**config.mk**
```make
export PLATFORM = sky130hd
export DESIGN_NAME = ctt_timers
export DESIGN_NICKNAME = d
export VERILOG_FILES = /design/src/ctt_timers.v
export VERILOG_INCLUDE_DIRS = /design/src
export SDC_FILE = /design/constraint.sdc
export NUM_CORES = 1
export LEC_CHECK = 0
export ABC_AREA = 1
export BUFFER_PORTS_ARGS = -buffer_cell sky130_fd_sc_hd__buf_2
export CORE_MARGIN = 2
export CORE_UTILIZATION = 40
export DETAILED_ROUTE_END_ITERATION = 12
export SYNTH_ARGS = -nofsm -noshare
export SYNTH_HDL_FRONTEND = slang
export SYNTH_SLANG_ARGS = --single-unit
```
**constraint.sdc**
```tcl
create_clock -name aclk -period 3.8 [get_ports aclk]
set_clock_uncertainty 0.05 [all_clocks]
set_input_delay 0.38 -clock aclk [delete_from_list [all_inputs] [get_ports aclk]]
set_output_delay 0.38 -clock aclk [all_outputs]
set_load 0.02 [all_outputs]
```
**src/ctt_regs.vh**
```
// Purpose: register map, field positions and reset values of the timer trio
// Assumes: AXI4-Lite byte addresses, one aligned 32-bit word per register
// Notes:   definitions only
`ifndef CTT_REGS_VH
`define CTT_REGS_VH

// register byte offsets
`define CTT_OFS_MODE      8'h00
`define CTT_OFS_RUN       8'h04
`define CTT_OFS_T0        8'h08
`define CTT_OFS_T1        8'h0C
`define CTT_OFS_T2CTL     8'h10
`define CTT_OFS_T2CNT     8'h14
`define CTT_OFS_T2RLD     8'h18

// timer_mode fields
`define CTT_T1_GATE       7
`define CTT_T1_CSEL       6
`define CTT_T1_MODE_HI    5
`define CTT_T1_MODE_LO    4
`define CTT_T0_GATE       3
`define CTT_T0_CSEL       2
`define CTT_T0_MODE_HI    1
`define CTT_T0_MODE_LO    0

// timer_run fields
`define CTT_RUN0          0
`define CTT_RUN1          1
`define CTT_FLAG0         2
`define CTT_FLAG1         3

// timer2_control fields
`define CTT_T2_OVF        7
`define CTT_T2_EDGE       6
`define CTT_T2_RCLK       5
`define CTT_T2_UART_TX_CLOCK_SELECT       4
`define CTT_T2_EXEN       3
`define CTT_T2_RUN        2
`define CTT_T2_CSEL       1
`define CTT_T2_CPRL       0

// operating modes of timers 0 and 1
`define CTT_MODE13        2'h0
`define CTT_MODE16        2'h1
`define CTT_MODE8R        2'h2
`define CTT_MODESPLIT     2'h3

// reset values
`define CTT_RST8          8'h00
`define CTT_RST16         16'h0000

// bus responses
`define CTT_RESP_OKAY     2'h0
`define CTT_RESP_SLVERR   2'h2

`endif

```
**src/ctt_timers.v**
```verilog
// Purpose: timers 0 and 1 (four modes) and timer 2 with baud tick select
// Assumes: one clock, all pins synchronous to aclk, AXI4-Lite register access
// Notes:   external pins count on falling edges seen between two clocks
// Summary of operation
// - mode 0: low byte is 5-bit prescaler into 8-bit high byte, 13 bits
// - mode 1: full low byte cascades into high byte, 16-bit counter
// - mode 2: low byte counts 8 bits, high byte holds reload value
// - mode 2: low byte overflow reloads low byte from high byte
// - mode 3 only on timer 0: two independent 8-bit counters
// - split: low uses timer 0 run and flag, high uses timer 1's
// - timer 2 works as reload counter, capture timer or baud generator
// - timer 2 overflow flag stays set until software clears it
// - timer 2 overflow flag never set while rx or tx clock select set
// - edge flag set on external pin falling edge when enabled and timer 2 runs; software clears
// - rx select 1 picks timer 2 overflow ticks, 0 timer 1 overflows
// - tx select 1 picks timer 2 overflow ticks, 0 timer 1 overflows
// - gate bit set makes the gate pin also qualify counting
// - counter select counts external pin edges, clear counts clock
// - auto-reload: overflow sets flag and reloads from reload pair
// - capture: enabled external falling edge while timer 2 runs copies count into reload pair
//
// Added by the designer: the placing of the registers and register access over AXI4-Lite.
`timescale 1ns/1ps
`default_nettype none
`include "ctt_regs.vh"

module ctt_timers (
  input  wire        aclk,            // system clock, 250 MHz
  input  wire        aresetn,         // synchronous reset, active low
  input  wire [7:0]  s_axi_awaddr,    // write address
  input  wire        s_axi_awvalid,   // write address valid
  output wire        s_axi_awready,   // write address ready
  input  wire [31:0] s_axi_wdata,     // write data
  input  wire [3:0]  s_axi_wstrb,     // write byte lanes
  input  wire        s_axi_wvalid,    // write data valid
  output wire        s_axi_wready,    // write data ready
  output reg  [1:0]  s_axi_bresp,     // write response
  output reg         s_axi_bvalid,    // write response valid
  input  wire        s_axi_bready,    // write response ready
  input  wire [7:0]  s_axi_araddr,    // read address
  input  wire        s_axi_arvalid,   // read address valid
  output wire        s_axi_arready,   // read address ready
  output reg  [31:0] s_axi_rdata,     // read data
  output reg  [1:0]  s_axi_rresp,     // read response
  output reg         s_axi_rvalid,    // read data valid
  input  wire        s_axi_rready,    // read data ready
  input  wire        t0_count_pin,    // timer 0 external count input
  input  wire        t1_count_pin,    // timer 1 external count input
  input  wire        t0_gate_pin,     // timer 0 external gate input
  input  wire        t1_gate_pin,     // timer 1 external gate input
  input  wire        t2_count_pin,    // timer 2 external count input
  input  wire        t2_external_pin, // timer 2 capture/reload input
  output reg         uart_rx_tick,    // primary_serial_port receive baud tick
  output reg         uart_tx_tick,    // primary_serial_port transmit baud tick
  output reg         t1_overflow      // timer 1 overflow pulse
);

  ////////////////////////////////////////////////////////////////////////////
  // state
  reg  [7:0]  mode_r;
  reg         run0, run1, flag0, flag1;
  reg  [7:0]  t0_low_counter, t0_high_counter;
  reg  [7:0]  t1_low, t1_high;
  reg  [7:0]  t2ctl;
  reg  [15:0] t2_count, t2_reload;
  reg         t0_pin_q, t1_pin_q, t2_pin_q, t2x_pin_q;
  reg         aw_held, w_held;
  reg  [7:0]  aw_addr_q;
  reg  [31:0] w_data_q;
  reg  [3:0]  w_strb_q;

  reg  [7:0]  next_mode;
  reg         next_run0, next_run1, next_flag0, next_flag1;
  reg  [7:0]  next_t0l, next_t0h, next_t1l, next_t1h;
  reg  [7:0]  next_t2ctl;
  reg  [15:0] next_t2cnt, next_t2rld;
  reg         next_rx, next_tx;

  ////////////////////////////////////////////////////////////////////////////
  // helpers
  function [31:0] merge;
    input [31:0] old;
    input [31:0] nw;
    input [3:0]  strb;
    integer i;
    begin
      for (i = 0; i < 4; i = i + 1)
        merge[i*8 +: 8] = strb[i] ? nw[i*8 +: 8] : old[i*8 +: 8];
    end
  endfunction

  // one count step of timer 0/1: {overflow, high, low}
  function [16:0] step;
    input [1:0] m;
    input [7:0] lo;
    input [7:0] hi;
    input       go;
    reg   [8:0] s;
    begin
      step = {1'b0, hi, lo};
      s = {1'b0, hi} + 9'h001;
      if (go)
      begin
        case (m)
          `CTT_MODE13:
          begin
            if (lo[4:0] == 5'h1F)
              step = {s, lo[7:5], 5'h00};
            else
              step = {1'b0, hi, lo[7:5], lo[4:0] + 5'h01};
          end
          `CTT_MODE16: step = {1'b0, hi, lo} + 17'h00001;
          `CTT_MODE8R:
          begin
            if (lo == 8'hFF)
              step = {1'b1, hi, hi};
            else
              step = {1'b0, hi, lo + 8'h01};
          end
          default: step = {lo == 8'hFF, hi, lo + 8'h01};
        endcase
      end
    end
  endfunction

  ////////////////////////////////////////////////////////////////////////////
  // bus slave: one write and one read at a time
  wire wr_do = aw_held & w_held & ~s_axi_bvalid;
  wire [31:0] wr_word = w_data_q;
  assign s_axi_awready = ~aw_held & ~s_axi_bvalid;
  assign s_axi_wready  = ~w_held & ~s_axi_bvalid;
  assign s_axi_arready = ~s_axi_rvalid;
  wire wr_hit  = (aw_addr_q[7:5] == 3'h0) && (aw_addr_q[4:2] != 3'h7);
  wire rd_hit  = (s_axi_araddr[7:5] == 3'h0) && (s_axi_araddr[4:2] != 3'h7);
  wire sel_mode = wr_do && aw_addr_q[7:2] == `CTT_OFS_MODE >> 2;
  wire sel_run  = wr_do && aw_addr_q[7:2] == `CTT_OFS_RUN >> 2;
  wire sel_t0   = wr_do && aw_addr_q[7:2] == `CTT_OFS_T0 >> 2;
  wire sel_t1   = wr_do && aw_addr_q[7:2] == `CTT_OFS_T1 >> 2;
  wire sel_t2c  = wr_do && aw_addr_q[7:2] == `CTT_OFS_T2CTL >> 2;
  wire sel_t2n  = wr_do && aw_addr_q[7:2] == `CTT_OFS_T2CNT >> 2;
  wire sel_t2r  = wr_do && aw_addr_q[7:2] == `CTT_OFS_T2RLD >> 2;

  reg [31:0] rd_mux;
  always @*
  begin
    case (s_axi_araddr[7:0] & 8'hFC)
      `CTT_OFS_MODE:  rd_mux = {24'h000000, mode_r};
      `CTT_OFS_RUN:   rd_mux = {28'h0000000, flag1, flag0, run1, run0};
      `CTT_OFS_T0:    rd_mux = {16'h0000, t0_high_counter, t0_low_counter};
      `CTT_OFS_T1:    rd_mux = {16'h0000, t1_high, t1_low};
      `CTT_OFS_T2CTL: rd_mux = {24'h000000, t2ctl};
      `CTT_OFS_T2CNT: rd_mux = {16'h0000, t2_count};
      `CTT_OFS_T2RLD: rd_mux = {16'h0000, t2_reload};
      default:        rd_mux = 32'h00000000;
    endcase
  end

  ////////////////////////////////////////////////////////////////////////////
  // count logic
  wire [1:0] m0 = mode_r[`CTT_T0_MODE_HI:`CTT_T0_MODE_LO];
  wire [1:0] m1 = mode_r[`CTT_T1_MODE_HI:`CTT_T1_MODE_LO];
  wire split = (m0 == `CTT_MODESPLIT);
  wire t0_fall = t0_pin_q & ~t0_count_pin;
  wire t1_fall = t1_pin_q & ~t1_count_pin;
  wire t2_fall = t2_pin_q & ~t2_count_pin;
  wire t2x_fall = t2x_pin_q & ~t2_external_pin;
  wire go0 = run0 & (~mode_r[`CTT_T0_GATE] | t0_gate_pin)
           & (mode_r[`CTT_T0_CSEL] ? t0_fall : 1'b1);
  // timer 1 holds in its own mode 3
  wire go1 = run1 & (~mode_r[`CTT_T1_GATE] | t1_gate_pin)
           & (mode_r[`CTT_T1_CSEL] ? t1_fall : 1'b1)
           & (m1 != `CTT_MODESPLIT);
  wire [16:0] s0 = step(m0, t0_low_counter, t0_high_counter, go0);
  wire [16:0] s1 = step(m1, t1_low, t1_high, go1);
  wire        hi_go  = split & run1;
  wire [8:0]  hi_sum = {1'b0, t0_high_counter} + 9'h001;
  wire        t1_ovf = s1[16];

  wire baud  = t2ctl[`CTT_T2_RCLK] | t2ctl[`CTT_T2_UART_TX_CLOCK_SELECT];
  wire t2run = t2ctl[`CTT_T2_RUN];
  wire cprl  = t2ctl[`CTT_T2_CPRL];
  wire t2_go = t2run & (t2ctl[`CTT_T2_CSEL] ? t2_fall : 1'b1);
  wire t2_wrap = t2_go & (t2_count == 16'hFFFF);
  wire x_ev = t2run & t2ctl[`CTT_T2_EXEN] & t2x_fall;

  // byte-lane merges of the pending write, cut to register width where used
  wire [31:0] mrg_mode = merge({24'h000000, mode_r}, wr_word, w_strb_q);
  wire [31:0] mrg_t0   = merge({16'h0000, t0_high_counter, t0_low_counter}, wr_word, w_strb_q);
  wire [31:0] mrg_t1   = merge({16'h0000, t1_high, t1_low}, wr_word, w_strb_q);
  wire [31:0] mrg_t2c  = merge({24'h000000, t2ctl}, wr_word, w_strb_q);
  wire [31:0] mrg_t2n  = merge({16'h0000, t2_count}, wr_word, w_strb_q);
  wire [31:0] mrg_t2r  = merge({16'h0000, t2_reload}, wr_word, w_strb_q);

  always @*
  begin
    next_mode  = sel_mode ? mrg_mode[7:0] : mode_r;
    next_run0  = run0;
    next_run1  = run1;
    next_flag0 = flag0;
    next_flag1 = flag1;
    if (sel_run && w_strb_q[0])
    begin
      next_run0  = wr_word[`CTT_RUN0];
      next_run1  = wr_word[`CTT_RUN1];
      next_flag0 = wr_word[`CTT_FLAG0];
      next_flag1 = wr_word[`CTT_FLAG1];
    end
    // set wins over a same-cycle software clear
    if (s0[16])
      next_flag0 = 1'b1;
    if (split ? (hi_go & hi_sum[8]) : t1_ovf)
      next_flag1 = 1'b1;
    next_t0l = s0[7:0];
    next_t0h = split ? (hi_go ? hi_sum[7:0] : t0_high_counter) : s0[15:8];
    next_t1l = s1[7:0];
    next_t1h = s1[15:8];
    if (sel_t0)
      {next_t0h, next_t0l} = mrg_t0[15:0];
    if (sel_t1)
      {next_t1h, next_t1l} = mrg_t1[15:0];

    // timer 2
    next_t2ctl = sel_t2c ? mrg_t2c[7:0] : t2ctl;
    if (t2_wrap && !baud)
      next_t2ctl[`CTT_T2_OVF] = 1'b1;
    if (x_ev)
      next_t2ctl[`CTT_T2_EDGE] = 1'b1;
    next_t2cnt = t2_count;
    next_t2rld = t2_reload;
    if (t2_wrap)
      next_t2cnt = (baud || !cprl) ? t2_reload : `CTT_RST16;
    else if (t2_go)
      next_t2cnt = t2_count + 16'h0001;
    if (x_ev && !baud && !cprl)
      next_t2cnt = t2_reload;
    if (x_ev && !baud && cprl)
      next_t2rld = t2_count;
    if (sel_t2n)
      next_t2cnt = mrg_t2n[15:0];
    if (sel_t2r)
      next_t2rld = mrg_t2r[15:0];

    next_rx = t2ctl[`CTT_T2_RCLK] ? t2_wrap : t1_ovf;
    next_tx = t2ctl[`CTT_T2_UART_TX_CLOCK_SELECT] ? t2_wrap : t1_ovf;
  end

  ////////////////////////////////////////////////////////////////////////////
  // registers
  always @(posedge aclk)
  begin
    if (!aresetn)
    begin
      mode_r <= `CTT_RST8;
      {run0, run1, flag0, flag1} <= 4'h0;
      t0_low_counter <= `CTT_RST8;
      t0_high_counter <= `CTT_RST8;
      t1_low <= `CTT_RST8;
      t1_high <= `CTT_RST8;
      t2ctl <= `CTT_RST8;
      t2_count <= `CTT_RST16;
      t2_reload <= `CTT_RST16;
      {t0_pin_q, t1_pin_q, t2_pin_q, t2x_pin_q} <= 4'h0;
      {uart_rx_tick, uart_tx_tick, t1_overflow} <= 3'h0;
      aw_held <= 1'b0;
      w_held <= 1'b0;
      aw_addr_q <= 8'h00;
      w_data_q <= 32'h00000000;
      w_strb_q <= 4'h0;
      s_axi_bvalid <= 1'b0;
      s_axi_bresp <= `CTT_RESP_OKAY;
      s_axi_rvalid <= 1'b0;
      s_axi_rresp <= `CTT_RESP_OKAY;
      s_axi_rdata <= 32'h00000000;
    end
    else
    begin
      mode_r <= next_mode;
      run0 <= next_run0;
      run1 <= next_run1;
      flag0 <= next_flag0;
      flag1 <= next_flag1;
      t0_low_counter <= next_t0l;
      t0_high_counter <= next_t0h;
      t1_low <= next_t1l;
      t1_high <= next_t1h;
      t2ctl <= next_t2ctl;
      t2_count <= next_t2cnt;
      t2_reload <= next_t2rld;
      {t0_pin_q, t1_pin_q} <= {t0_count_pin, t1_count_pin};
      {t2_pin_q, t2x_pin_q} <= {t2_count_pin, t2_external_pin};
      uart_rx_tick <= next_rx;
      uart_tx_tick <= next_tx;
      t1_overflow <= t1_ovf;
      if (s_axi_awvalid && s_axi_awready)
      begin
        aw_held <= 1'b1;
        aw_addr_q <= s_axi_awaddr;
      end
      if (s_axi_wvalid && s_axi_wready)
      begin
        w_held <= 1'b1;
        w_data_q <= s_axi_wdata;
        w_strb_q <= s_axi_wstrb;
      end
      if (wr_do)
      begin
        aw_held <= 1'b0;
        w_held <= 1'b0;
        s_axi_bvalid <= 1'b1;
        s_axi_bresp <= wr_hit ? `CTT_RESP_OKAY : `CTT_RESP_SLVERR;
      end
      else if (s_axi_bready)
        s_axi_bvalid <= 1'b0;
      if (s_axi_arvalid && s_axi_arready)
      begin
        s_axi_rvalid <= 1'b1;
        s_axi_rdata <= rd_mux;
        s_axi_rresp <= rd_hit ? `CTT_RESP_OKAY : `CTT_RESP_SLVERR;
      end
      else if (s_axi_rready)
        s_axi_rvalid <= 1'b0;
    end
  end

endmodule // ctt_timers
`default_nettype wire

```
==> flow_summary.toml <==
[routing]
vias = 8875
wl_per_cell_um = 17.8
drt_iter0_markers = 907
drc = 0
via_per_inst = 5.30
routed_wirelength_um = 29700
antenna_left = 0
firstDrtPassIters = 5

[synthesis]
yosysSeqAreaShare_pct = 31.8
ys_warn_count = 0
synthDistinctLibCells = 50
syn_area_um2 = 8630
synthCells = 1337
ys_ff_latch = 137
syn_area_per_cell_um2 = 6.45

[sta]
holdWs_ns = 0.0905
worst_slack_ns = 1.53
finalHoldViolCount = 0
fmax_ghz = 0.440
min_period_over_period_pct = 59.7
drv_slew = 0
setup_viol = 0
setup_tns_ns = 0
worst_pin_slew_ns = 0.988
max_slew_margin_pct = 34.1
post-route-min-period_ns = 2.27
rsz0062_at_grt = "false"

[grt]
grt_usage_pct = 26.8
grt_first_pass_wirelength_um = 46400
grt_max_degree = 47
antenna_found_initial = 0
first_global_vias = 8339
grt-ovfl-total = 0

[placement]
place.gp.congestion = 0.938
place_ws_ns = 1.47
dpl.hpwl_um = 22500
io_buffer_count = 68

[worst_setup_path]
max_stage_delay_ns = 0.50
cp_slowest_cell = "nand2_2"
cpMostUsedCell = "inv_2"
crit_path_max_fanout = 35
start_kind = "flop"
cp_data_required_time_ns = 4.06
setup.worst_path.class = "flop to flop"
worstPathArrival_ns = 2.53
end_kind = "flop"
worstPathCellList = "inv_2, nand3_4, nor2_4, nand2_2, nand4_2, o21ai_2, inv_2, o21ai_0, a21oi_1"

[clock_network]
htreeDepth = 4
clk_path_buf_depth = 2
clock-sinks = 137
cts-root-buf = "clkbuf_16"
cts_resized = 0
clk_pin_slew_ns = 0.06
cts_tree = "done"
ctsHoldBuffers = 0
clk_latency_ns = 0.43
cts_setup_buffers = 0
cts_made_buffers = 17

[floorplanning]
core_um2 = 21100
die_h_um = 151
die_area_um2 = 22800
die_w_um = 151
io-pin-count = 109
rows = 53
start_util_pct = 40.9

[power]
swShare_pct = 25.5
p_sw_w = 0.000913
pwr-share-comb_pct = 6.8
p_int_w = 0.00266
p_per_area_nw_per_um2 = 369
seq_power_share_pct = 42.3
vdd_drop_max_uv = 282
p_leak_nw = 4.09
clkPwrFrac_pct = 50.9

[finish]
area_growth_pct = 12.4
antennaDiodeCount = 0
finalNetCount = 1458
fin_util_pct = 46.0
drive_above_1_share_pct = 13.5
fillers = 2240

[outcome]
outcome = "finished clean"

[job]
maxCapViolCount = 0

[worst_hold_path]
hold_class = "input pin to flop"
logic make-up after synthesis:
kind of cell             count (synthesis)  synth area share, %
AO/OA/AOI/OAI                          362                 23.3
flip-flops                             137                 31.8
adder cells (fa/ha/maj)                  7                 1.02
other                                    1               0.0435
XOR/XNOR                                16                 1.62
AND/OR/NAND/NOR                        596                 31.2
buffers and inverters                  218                 11.0
worst max-delay path: cells and delay by family, from the launching register on:
| kind | cells | cell delay (ns) |
|---|---|---|
| and+or+nand+nor | 4 | 0.97 |
| DFF | 1 | 0.39 |
| AOI/OAI and AO/OA | 3 | 0.46 |
| buffers and inverters | 2 | 0.27 |
synth_stat cells, drive strengths merged:
cell    count  share of area, %
conb        1             0.043
clkbuf     25               1.2
a31oi       2              0.15
a41oi       1              0.10
dfxtp     137                32
buf        35               3.0
o31ai       2              0.17
nand2     327                15
nor3        8              0.73
nand3      83               5.2
o21ai     175                11
a21boi      1             0.087
or2         2              0.15
a211oi      8              0.81
nand4      16               1.3
nand3b      4              0.49
clkinv      1             0.043
xnor2       2              0.20
inv       157               6.8
nor4        1              0.25
a22oi      10              0.87
xor2       14               1.4
ha          7               1.0
o22ai      18               1.3
a21oi     141               8.5
o211ai      2              0.17
o21a        2              0.26
nor2      155               7.6
power groups by stage:
stage               clock [W]  combinational, W  sequential (W)
floorplan                   0          0.000166         0.00153
global placement            0          0.000242         0.00154
detailed placement          0          0.000244         0.00154
CTS                   0.00183          0.000244         0.00151
global route          0.00189          0.000270         0.00151
finish                0.00182          0.000245         0.00151
placed cells by master (no fill, tap or decap), drive strengths merged, types with 3 or more instances in the layout:
cell,n
clkbuf,21
nand3,83
nand2,327
o22ai,18
nand4,16
clkinvlp,3
conb,18
nor2,155
clkinv,5
nor3,8
o21ai,175
buf,73
a21oi,141
dfxtp,137
xor2,14
nand3b,4
a211oi,8
ha,7
bufinv,4
a22oi,10
inv,157
sequential cells by signal, indices dropped and copies added, names as in the netlist, 2 cells and up:
signal           cells
s_axi_rdata         16
t2_count            16
t2_reload           16
w_data_q            16
mode_r               8
t0_high_counter      8
t0_low_counter       8
t1_high              8
t1_low               8
t2ctl                8
aw_addr_q            6
w_strb_q             2
routing by layer:
metal	wire length (µm)	share of wire (%)	up-vias	track usage (%)
met5	0	0	-	0
met1	13600	46	3990	36.6
met2	12900	43	360	41.5
li1	-	-	4461	-
met4	1130	3.8	0	11.4
met3	2060	6.9	64	4.88
path summary, 6_finish.rpt:
| path | start | end | slack, ns | cells past startpoint |
|---|---|---|---|---|
| worst max-delay path | s_axi_bvalid | t2_reload[10] | 1.53 | 9 |
| worst min register to register | s_axi_rdata[5] | s_axi_rdata[5] | 0.41 | 2 |
| worst min-delay path | s_axi_bready | s_axi_bvalid | 0.09 | 2 |
| worst max register to register | s_axi_bvalid | t2_reload[10] | 1.53 | 9 |
final cells by class:
class | count | area, µm² | area share, %
Timing Repair Buffer | 73 | 390 | 4.03
Inverter | 158 | 593 | 6.12
Clock buffer | 21 | 460 | 4.75
Tap cell | 275 | 344 | 3.55
Sequential cell | 137 | 2740 | 28.3
Multi-Input combinational cell | 999 | 5000 | 51.5
Clock inverter | 11 | 170 | 1.75
through the flow:
step	std cells	total power (W)	cell area, µm²
after floorplan	1354	0.00169	8690
after global placement	1642	0.00178	9070
after detailed placement	1642	0.00179	9070
after CTS	1674	0.00359	9700
after global routing	1674	0.00368	9700
final	1674	0.00358	9700
No activity file was read; power rests on OpenSTA's default activity.
